### src/fapl_pkg.sv
// Overview of operation
// RULE1 - debug path may access unlocked pages
// RULE2 - debug path refused on locked pages
// RULE3 - each lock bit guards one 8k block
// RULE4 - debug reads of lock bytes always allowed
// RULE5 - debug writes clearing lock bits always allowed
// RULE6 - unlocked security page erase resets lock bytes
// RULE7 - locked security page needs full debug erase
// RULE8 - reserved area refused for every source
// RULE9 - reserved area is 0xfe00 to 0xffff
// RULE10 - firmware ignores the lock bytes
// RULE11 - lower firmware may access all but security-page erase
// RULE12 - firmware never erases the security page
// RULE13 - firmware may read and write security page
// RULE14 - upper firmware limited to pages at/above limit
// RULE15 - upper firmware blocked below the limit
// RULE16 - blocked firmware reads return 0x00
// RULE17 - limit address is limit register times 256
// RULE18 - upper code may execute below the limit
// RULE19 - firmware classified by instruction address versus limit
// RULE20 - firmware write/erase needs enable bit set
package fapl_pkg;

    // ------------------------------------------------------------
    // register map and field layout
    // ------------------------------------------------------------
    localparam logic [7:0] FLASH_CTRL_ADDR = 8'hb7;
    localparam logic [7:0] STORE_CTRL_ADDR = 8'h8f;
    localparam logic [7:0] LIMIT_ADDR = 8'hb6;
    localparam logic [7:0] FLASH_CTRL_RESET = 8'h80;
    localparam logic [7:0] STORE_CTRL_RESET = 8'h00;
    localparam logic [7:0] LIMIT_RESET = 8'h00;
    localparam logic [7:0] FLASH_CTRL_MASK = 8'hc1;
    localparam logic [7:0] STORE_CTRL_MASK = 8'h07;
    localparam int ONESHOT_BIT = 7;
    localparam int READ_ALWAYS_BIT = 6;
    localparam int WRITE_ERASE_EN_BIT = 0;
    localparam int SCRATCH_SEL_BIT = 2;
    localparam int ERASE_EN_BIT = 1;
    localparam int WRITE_EN_BIT = 0;

    // ------------------------------------------------------------
    // flash layout
    // ------------------------------------------------------------
    localparam logic [15:0] RESERVED_BASE = 16'hfe00;
    localparam logic [15:0] WRITE_LOCK_ADDR = 16'hfdfe;
    localparam logic [15:0] READ_LOCK_ADDR = 16'hfdff;
    localparam logic [6:0] SECURITY_PAGE = 7'h7e;
    localparam int PAGE_LSB = 9;
    localparam int BLOCK_LSB = 13;
    localparam logic [7:0] LOCK_ERASED = 8'hff;
    localparam logic [7:0] BLOCKED_DATA = 8'h00;

    typedef enum logic [1:0] {
        SRC_DEBUG,
        SRC_FIRMWARE
    } fapl_src_e;

    typedef enum logic [1:0] {
        OP_READ,
        OP_WRITE,
        OP_ERASE,
        OP_FETCH
    } fapl_op_e;

endpackage

### src/fapl_top.sv
`timescale 1ns/1ps
`default_nettype none
module fapl_top (
    input wire logic clk,
    input wire logic rst_n,
    // special function register port
    input wire logic [7:0] sfrAddr,
    input wire logic sfrWrite,
    input wire logic [7:0] sfrWdata,
    input wire logic sfrRead,
    output logic [7:0] sfrRdata,
    // stored lock bytes, sampled once after reset
    input wire logic [7:0] storedReadLock,
    input wire logic [7:0] storedWriteLock,
    // access request
    input wire logic reqValid,
    input wire fapl_pkg::fapl_src_e reqSrc,
    input wire fapl_pkg::fapl_op_e reqOp,
    input wire logic [15:0] reqAddr,
    input wire logic [15:0] reqPc,
    input wire logic [7:0] reqWdata,
    input wire logic [7:0] flashRdata,
    // verdict
    output logic respValid,
    output logic respAllow,
    output logic [7:0] respData,
    output logic respEraseAll,
    output logic [7:0] readLockOut,
    output logic [7:0] writeLockOut,
    output logic oneshotEnable,
    output logic readAlwaysEnable,
    output logic scratchpadSelect
);
    import fapl_pkg::*;

    logic [7:0] flashCtrl_reg;
    logic [7:0] storeCtrl_reg;
    logic [7:0] limit_reg;
    logic [7:0] readLock_reg;
    logic [7:0] writeLock_reg;
    logic locksLoaded_reg;
    logic [15:0] limitAddr;
    logic inReserved, onSecPage, onLockByte, isUpper, belowLimit;
    logic [2:0] blockIdx;
    logic allowNext, eraseAllNext, resetLocksNext;

    // ------------------------------------------------------------
    // register file
    // ------------------------------------------------------------
    // reserved bits are held at zero so they read back as zero
    always_ff @(posedge clk) begin
        if (!rst_n) begin
            flashCtrl_reg <= FLASH_CTRL_RESET; // RULE20
            storeCtrl_reg <= STORE_CTRL_RESET;
            limit_reg <= LIMIT_RESET;
        end else if (sfrWrite) begin
            if (sfrAddr == FLASH_CTRL_ADDR) flashCtrl_reg <= sfrWdata & FLASH_CTRL_MASK;
            if (sfrAddr == STORE_CTRL_ADDR) storeCtrl_reg <= sfrWdata & STORE_CTRL_MASK;
            if (sfrAddr == LIMIT_ADDR) limit_reg <= sfrWdata;
        end
    end

    // read data; unmapped addresses read zero
    always_ff @(posedge clk) begin
        if (!rst_n) begin
            sfrRdata <= 8'h00;
        end else if (sfrRead) begin
            case (sfrAddr)
                FLASH_CTRL_ADDR: sfrRdata <= flashCtrl_reg;
                STORE_CTRL_ADDR: sfrRdata <= storeCtrl_reg;
                LIMIT_ADDR: sfrRdata <= limit_reg;
                default: sfrRdata <= 8'h00;
            endcase
        end
    end

    // ------------------------------------------------------------
    // address classification
    // ------------------------------------------------------------
    assign limitAddr = {limit_reg, 8'h00}; // RULE17
    assign inReserved = (reqAddr >= RESERVED_BASE); // RULE8 RULE9
    assign onSecPage = (reqAddr[15:PAGE_LSB] == SECURITY_PAGE);
    assign onLockByte = (reqAddr == WRITE_LOCK_ADDR) || (reqAddr == READ_LOCK_ADDR);
    assign blockIdx = reqAddr[15:BLOCK_LSB]; // RULE3
    assign isUpper = (reqPc >= limitAddr); // RULE19
    assign belowLimit = (reqAddr < limitAddr);

    // ------------------------------------------------------------
    // permission decision
    // ------------------------------------------------------------
    // one combinational verdict, registered below so outputs are flops
    always_comb begin
        allowNext = 1'b0;
        eraseAllNext = 1'b0;
        resetLocksNext = 1'b0;
        if (inReserved) begin
            allowNext = 1'b0; // RULE8
        end else if (reqSrc == SRC_DEBUG) begin
            case (reqOp)
                OP_READ: allowNext = onLockByte || readLock_reg[blockIdx]; // RULE4 RULE1 RULE2
                OP_WRITE: allowNext = onLockByte || writeLock_reg[blockIdx]; // RULE5 RULE2
                OP_ERASE: begin
                    if (onLockByte) begin
                        // addressing a lock byte starts a whole-device erase
                        allowNext = 1'b1; // RULE7
                        eraseAllNext = 1'b1;
                        resetLocksNext = 1'b1;
                    end else if (onSecPage) begin
                        allowNext = writeLock_reg[blockIdx]; // RULE6 RULE7
                        resetLocksNext = writeLock_reg[blockIdx]; // RULE6
                    end else begin
                        allowNext = writeLock_reg[blockIdx]; // RULE1 RULE2
                    end
                end
                OP_FETCH: allowNext = 1'b1;
                default: allowNext = 1'b0;
            endcase
        end else begin
            // lock bytes play no part on this path
            case (reqOp) // RULE10
                OP_FETCH: allowNext = 1'b1; // RULE18
                OP_READ: allowNext = !(isUpper && belowLimit); // RULE11 RULE13 RULE14 RULE15
                OP_WRITE: allowNext = !(isUpper && belowLimit)
                    && flashCtrl_reg[WRITE_ERASE_EN_BIT] && storeCtrl_reg[WRITE_EN_BIT]; // RULE20 RULE13
                OP_ERASE: allowNext = !(isUpper && belowLimit) && !onSecPage // RULE12 RULE15
                    && flashCtrl_reg[WRITE_ERASE_EN_BIT] && storeCtrl_reg[WRITE_EN_BIT]
                    && storeCtrl_reg[ERASE_EN_BIT]; // RULE20
                default: allowNext = 1'b0;
            endcase
        end
    end

    // verdict register; refused reads hand back zero, never the contents
    always_ff @(posedge clk) begin
        if (!rst_n) begin
            respValid <= 1'b0;
            respAllow <= 1'b0;
            respData <= BLOCKED_DATA;
            respEraseAll <= 1'b0;
        end else begin
            respValid <= reqValid;
            respAllow <= reqValid && allowNext;
            respEraseAll <= reqValid && eraseAllNext;
            respData <= (reqValid && allowNext && reqOp == OP_READ) ? flashRdata
                : BLOCKED_DATA; // RULE16
        end
    end

    // ------------------------------------------------------------
    // lock byte shadow
    // ------------------------------------------------------------
    // flash writes only clear bits, so a write is an and; the stored
    // bytes are caught on the first clock after reset release
    always_ff @(posedge clk) begin
        if (!rst_n) begin
            locksLoaded_reg <= 1'b0;
            readLock_reg <= LOCK_ERASED;
            writeLock_reg <= LOCK_ERASED;
        end else if (!locksLoaded_reg) begin
            locksLoaded_reg <= 1'b1;
            readLock_reg <= storedReadLock;
            writeLock_reg <= storedWriteLock;
        end else if (reqValid && resetLocksNext && reqSrc == SRC_DEBUG && reqOp == OP_ERASE) begin
            readLock_reg <= LOCK_ERASED; // RULE6
            writeLock_reg <= LOCK_ERASED;
        end else if (reqValid && allowNext && reqOp == OP_WRITE) begin
            if (reqAddr == READ_LOCK_ADDR) readLock_reg <= readLock_reg & reqWdata; // RULE5 RULE13
            if (reqAddr == WRITE_LOCK_ADDR) writeLock_reg <= writeLock_reg & reqWdata;
        end
    end

    // lock byte copies and flag outputs, one flop stage from the lock shadow and control registers
    always_ff @(posedge clk) begin
        if (!rst_n) begin
            readLockOut <= LOCK_ERASED;
            writeLockOut <= LOCK_ERASED;
            oneshotEnable <= FLASH_CTRL_RESET[ONESHOT_BIT];
            readAlwaysEnable <= FLASH_CTRL_RESET[READ_ALWAYS_BIT];
            scratchpadSelect <= STORE_CTRL_RESET[SCRATCH_SEL_BIT];
        end else begin
            readLockOut <= readLock_reg;
            writeLockOut <= writeLock_reg;
            oneshotEnable <= flashCtrl_reg[ONESHOT_BIT];
            readAlwaysEnable <= flashCtrl_reg[READ_ALWAYS_BIT];
            scratchpadSelect <= storeCtrl_reg[SCRATCH_SEL_BIT];
        end
    end
endmodule
`default_nettype wire

### config.mk
export PLATFORM = sky130hd
export DESIGN_NAME = fapl_top
export DESIGN_NICKNAME = d
export VERILOG_FILES = /design/src/fapl_pkg.sv /design/src/fapl_top.sv
export SDC_FILE = /design/constraint.sdc
export NUM_CORES = 1
export LEC_CHECK = 0
export ABC_AREA = 1
export CAP_MARGIN = 20
export CORE_ASPECT_RATIO = 0.6
export CORE_MARGIN = 8
export CORE_UTILIZATION = 31
export CTS_CLUSTER_DIAMETER = 40
export DETAILED_ROUTE_END_ITERATION = 6
export DONT_BUFFER_PORTS = 1
export GPL_TIMING_DRIVEN = 0
export PLACE_DENSITY = 0.42
export SETUP_SLACK_MARGIN = 0.5
export SYNTH_ARGS = -nofsm -noshare
export SYNTH_HDL_FRONTEND = slang
export SYNTH_SLANG_ARGS = --single-unit
### constraint.sdc
create_clock -name clk -period 2.4 [get_ports clk]
set_input_delay 0.12 -clock clk [delete_from_list [all_inputs] [get_ports clk]]
set_output_delay 0.12 -clock clk [all_outputs]
set_load 0.01 [all_outputs]
==> metrics, run 1 <==
CP Data Arrival Time=2130 ps; fillers=1159; global-route wire length before repair=18.80 mm; Synth top cells by count=111 x nand2_1, 87 x nand3_1, 77 x inv_1, 69 x dfxtp_1, 32 x nor2_1; number of vias per cell=4.970; r2r worst-path depth=16; synth warn=0; final net count=657; clk_lat worst skew=340 ps; antenna violation net count after detailed routing=0; synthesized cell area=3505 sq um; Row Count=30; Hold EP=writeLock_reg[7]$_SDFFE_PN1P_; I/O pins=127; CTS root buffer=clkbuf_16; worst rel slew slack=51.11%; grt met3 use=6.702%; top_reg_cell synth=dfxtp_1; Total GRT Usage=16.22%; CP most frequent cell=nand3_2; top-count cell post-synth=nand2_1; Multi-input gate area=2016 sq um; largest net degree at the start of global routing=14; clock-pin slew on the worst setup and hold paths=60 ps; initial antenna violation count=2; post-synth top area cell=dfxtp_1; DR WL/cell=17.88 microns; worst hold slack=13.41 ps; final setup margin=473.8 ps; grt ovf=0; CP Buf/Inv Count=3; min-delay src=storedWriteLock[7]; htree depth=3; GRT busiest layer=met1; first-pass iteration count of the detailed router=4; asr flop ratio synth=0%; critical path fanouts, max=6; Worst Setup End Kind=flip-flop; P per Cell Area=677.7 nW/um^2; Final HPWL DP=9.554 mm; FF-to-FF End=readLock_reg[5]$_SDFFE_PN1P_; routability congestion estimate=0.8149; cell at the slowest stage of the critical path=dfxtp_2; Cells on Worst Hold Path=4; CTS tree=yes; R2R Setup Slk=470 ps; Cell variety after synth=30; run status=finished, final reports clean; DR iter-0 viols=258; met1 usage=23.02%; leakage power=0.002118 uW; final period utilization=80.26%; Synth Instances=510; Yosys reg bits=69; Least-Margin Pin Slew=733.4 ps; top cells by area, synth=dfxtp_1 39%, nand3_1 12%, nand2_1 12%; peak supply drop=315.3 uV; post-synthesis sequential area ratio=39.41%; total CTS buffers=9; EDFF count, synth=0; met2 Use GR=21.54%; Die Y=98.36 microns; Max Cap Viol=0; f_max=519.1 MHz; Die W=153.3 microns; # diodes=0; Max clock buf depth=2; clock sink count=69; Starting Density=31.44%; pre-CTS setup slack=183.5 ps; crit-path cells=inv_4 > ha_4 > nand2_2 > inv_2 > nand2_2 > nor2_2 > nand2_1 > nand3_2 > nand3_2 > nand2_1 > nand2_2 > nand3_2 > nand2_4 > buf_6 > nand3_2 > nand3_2; max-slew violation count=0; startpoint types=flip-flop; skew final=6.776 ps; Syn Area/Cell=6.872 sq um; CP Data Required Time=2600 ps; crit path kind=flip-flop to flip-flop; RR Startpoint=limit_reg[5]$_SDFFE_PN0P_; core area=11150 sq um; crit-path max cell delay=350 ps; layout cells sized above 1=21.15%; worst min path class=input pin to flip-flop; final WL=12.55 mm; final hold vios=0; area delta synth->final=32.49%; Largest delay share family, worst path=simple AND/OR/NAND/NOR gates; Final setup viols=0; vias in the first global route=3302; RSZ-0062 raised after global routing=yes; drc violations=0; Final Core Density=41.65%; Synth top area share=39.41%; syn_nets=614; setup_tns=0 ps; FF/Latch Area=1389 sq um; vias post-DR=3489; minimum clock period=1926 ps; PortBufs=0; Die ar.=15080 sq um
-- per-stage QoR --
stage          area, sq um  cells  power (uW)
3_5_place_dp          3685    654        1528
3_3_place_gp          3685    654        1526
4_1_cts               4464    699        3150
5_1_grt               4643    702        3274
6_report              4643    702        3147
2_1_floorplan         3505    510        1452
-- how the worst max path moves through the flow --
stage | start | endpoint | slack [ps] | cells past startpoint
after detailed placement | limit_reg[7]$_SDFFE_PN0P_ | respData[4]$_SDFF_PN0_ | 180 | 15
after global routing | limit_reg[5]$_SDFFE_PN0P_ | readLock_reg[5]$_SDFFE_PN1P_ | 340 | 14
after floorplan | limit_reg[7]$_SDFFE_PN0P_ | readLock_reg[0]$_SDFFE_PN1P_ | 630 | 16
after CTS | limit_reg[3]$_SDFFE_PN0P_ | readLock_reg[2]$_SDFFE_PN1P_ | 490 | 16
after global placement | limit_reg[7]$_SDFFE_PN0P_ | respData[4]$_SDFF_PN0_ | 170 | 15
final | limit_reg[5]$_SDFFE_PN0P_ | readLock_reg[5]$_SDFFE_PN1P_ | 470 | 16
-- kinds of logic (layout without fill, tap and decap cells) --
logic type | Yosys count | after routing | share of synthesized area, %
and+or+nand+nor | 261 | 261 | 33.52
AOI/OAI and AO/OA | 68 | 68 | 10.60
DFF | 69 | 69 | 39.41
buffers and inverters | 97 | 145 | 11.10
adders and majority gates | 15 | 15 | 5.355
-- per-layer routing --
layer / wire length, microns / share of wire, %
met1: 6388 / 51
met2: 5012 / 40
met3: 1004 / 8.0
met4: 124 / 0.99
met5: 21 / 0.17
-- report_power, final --
part / leakage [uW] / switching (uW) / total (uW) / internal [uW]
combinational: 0.00138 / 200 / 350 / 150
clock: 0.000170 / 538 / 1560 / 1020
sequential: 0.000569 / 48.5 / 1240 / 1190
-- layout by cell type (no fill, tap or decap), types with 2 or more instances in the layout --
cell / count
ha_4: 6
nor3_1: 6
dfxtp_1: 63
nand4_1: 5
or2_2: 8
o22ai_1: 5
o21ai_1: 6
o21ai_0: 27
buf_6: 6
clkbuf_16: 9
nor2_2: 4
inv_2: 11
nor3b_1: 2
a21oi_2: 2
nand2_1: 106
nand2_2: 6
clkinv_4: 2
buf_4: 10
dfxtp_2: 6
a211oi_1: 2
nor2_1: 27
nor3_2: 2
nor4_1: 2
nand2_4: 3
inv_1: 66
nand3_2: 29
ha_1: 9
clkbuf_1: 11
inv_4: 4
bufinv_16: 3
a21oi_1: 24
dlygate4sd3_1: 19
nand3_1: 57
-- cell type report --
type,instances,share of cell area (%)
multi-input cells,344,43.41
flip-flops and latches,69,29.91
repair buffers,32,6.791
inverters,81,6.764
clock buffers,9,4.850
well taps,144,3.880
clock inverters,7,2.614
plain buffers,16,1.778
-- tightest hold or removal path, stage by stage --
cell,delay (ps)
o21ai_1,40
inv_1,40
nand3_1,60
nand3_1,60
-- what timing repair did --
action                                  in CTS  in global routing
pin swaps                                   15                 24
gates resized for setup                     40                 37
hold buffers                                19                  0
endpoints found under the setup margin      24                 24
gates cloned                                 1                  0
hold endpoints to repair                    22                  0
setup buffers                                9                  3
Power figures use the tool's default switching activity.
==> run 2, diff against run 1 <==
Settings changed: PLACE_DENSITY 0.42 to 0.43.
Clock period 2.4 ns to 1.6 ns, I/O delays scaled along.
==> metrics, run 2 (synthesis gave the netlist of run 1 again) <==
Max Cap Viol=0; leakage power=0.002172 uW; most frequent cells in the layout=103 x nand2_1, 67 x inv_1, 62 x nand3_1, 62 x dfxtp_1, 31 x dlygate4sd3_1; f_max=525.0 MHz; Starting Density=31.44%; critical path fanouts, max=5; DR WL/cell=17.61 microns; total CTS buffers=9; DR iter-0 viols=160; drc violations=0; failing checks=setup timing; htree depth=3; clock sink count=69; vias post-DR=3538; worst min path class=input pin to flip-flop; grt ovf=0; clk_lat worst skew=330 ps; pre-CTS setup slack=-499.1 ps; skew final=6.141 ps; CP Data Required Time=1800 ps; final WL=12.58 mm; number of vias per cell=4.955; first-pass iteration count of the detailed router=5; I/O pins=127; final setup margin=-304.6 ps; CP Data Arrival Time=2100 ps; final period utilization=119.0%; vias in the first global route=3332; area delta synth->final=37.27%; core area=11150 sq um; Total GRT Usage=16.19%; global-route wire length before repair=18.98 mm; antenna violation net count after detailed routing=0; max-slew violation count=0; clock-pin slew on the worst setup and hold paths=60 ps; Final setup viols=25; largest net degree at the start of global routing=15; CTS root buffer=clkbuf_16; worst rel slew slack=53.64%; minimum clock period=1905 ps; Worst Setup End Kind=flip-flop; # diodes=0; layout cells sized above 1=21.58%; P per Cell Area=961.9 nW/um^2; Final HPWL DP=9.675 mm; PortBufs=0; initial antenna violation count=1; crit path kind=flip-flop to flip-flop; Die Y=98.36 microns; final net count=669; routability congestion estimate=0.8032; final hold vios=0; Row Count=30; Max clock buf depth=2; startpoint types=flip-flop; Die ar.=15080 sq um; CTS tree=yes; Least-Margin Pin Slew=695.5 ps; run status=finished with violations; peak supply drop=448.0 uV; setup_tns=-6497 ps; commonest non-fill, non-tap cell in the layout=nand2_1; Die W=153.3 microns; RSZ-0062 raised after global routing=yes
## run 2: cell types whose count changed in the layout (fill, tap and decap cells not counted), sizes merged
| cell | previous run | this run |
|---|---|---|
| bufinv | 3 | 2 |
| clkinv | 3 | 2 |
| dlygate4sd3 | 19 | 31 |
| inv | 82 | 84 |
## run 2: report_power, final
part | total, uW | internal, uW | switching [uW]
logic | 568 | 253 | 315
registers | 1860 | 1790 | 70.0
clock network | 2200 | 1390 | 817
total | 4630 | 3430 | 1200
## run 2: cell type report
cell class | instances | area (sq um)
Fill cell | 1132 | 6337
Multi-Input combinational cell | 344 | 2056
Sequential cell | 69 | 1390
Timing Repair Buffer | 44 | 439.2
Inverter | 81 | 319.1
Clock buffer | 9 | 225.2
Tap cell | 144 | 180.2
Clock inverter | 7 | 103.9
Buffer | 16 | 97.59
## run 2: worst paths after layout
check,from,slack (ps),endpoint,cells after the start
hold reg to reg,flashCtrl_reg[6]$_SDFFE_PN0P_,440,readAlwaysEnable$_SDFF_PN0_,2
setup / recovery,limit_reg[7]$_SDFFE_PN0P_,-300,readLock_reg[2]$_SDFFE_PN1P_,16
hold / removal,storedWriteLock[5],3,writeLock_reg[5]$_SDFFE_PN1P_,4
setup reg to reg,limit_reg[7]$_SDFFE_PN0P_,-300,readLock_reg[2]$_SDFFE_PN1P_,16
## run 2: what timing repair did
item / 4_1_cts / 5_1_grt
pin swaps: 1 / 17
endpoints found under the hold margin: 40 / 0
cloned: 1 / 0
endpoints found under the setup margin: 25 / 28
gates resized for setup: 17 / 45
setup buffers: 6 / 6
hold buffers: 31 / 0
## run 2: metal layers
metal,part of all wire (%),track usage (%),vias up
li1,-,-,1772
met1,51,23.23,1606
met2,39,21.54,144
met3,9.6,6.481,14
met4,1.0,4.085,2
met5,0.064,0,-
## run 2: stage by stage
| step | instances | hold WS (ps) | total power (uW) | instance area [sq um] | util (%) |
|---|---|---|---|---|---|
| finish | 714 | 3.327 | 4628 | 4811 | 43.15 |
| global route | 714 | 15.29 | 4824 | 4811 | 43.15 |
| CTS | 708 | 0.1538 | 4618 | 4588 | 41.16 |
| detailed placement | 654 | 108.0 | 2306 | 3802 | 34.11 |
| global placement | 654 | 108.1 | 2302 | 3802 | 34.11 |
| floorplan | 510 | 107.7 | 2191 | 3622 | - |
## run 2: critical path, cell delays in order, from the launching register on
cell and delay (ps):
dfxtp_2 340, inv_4 60, ha_4 260, nand2_2 50, inv_1 50, nand2_1 60
nor2_1 90, nand2_1 70, nand3_2 70, nand3_2 70, nand2_2 90, nand2_4 50
nand3_2 100, nand2_4 100, buf_8 170, nand3_4 60, nand3_2 80
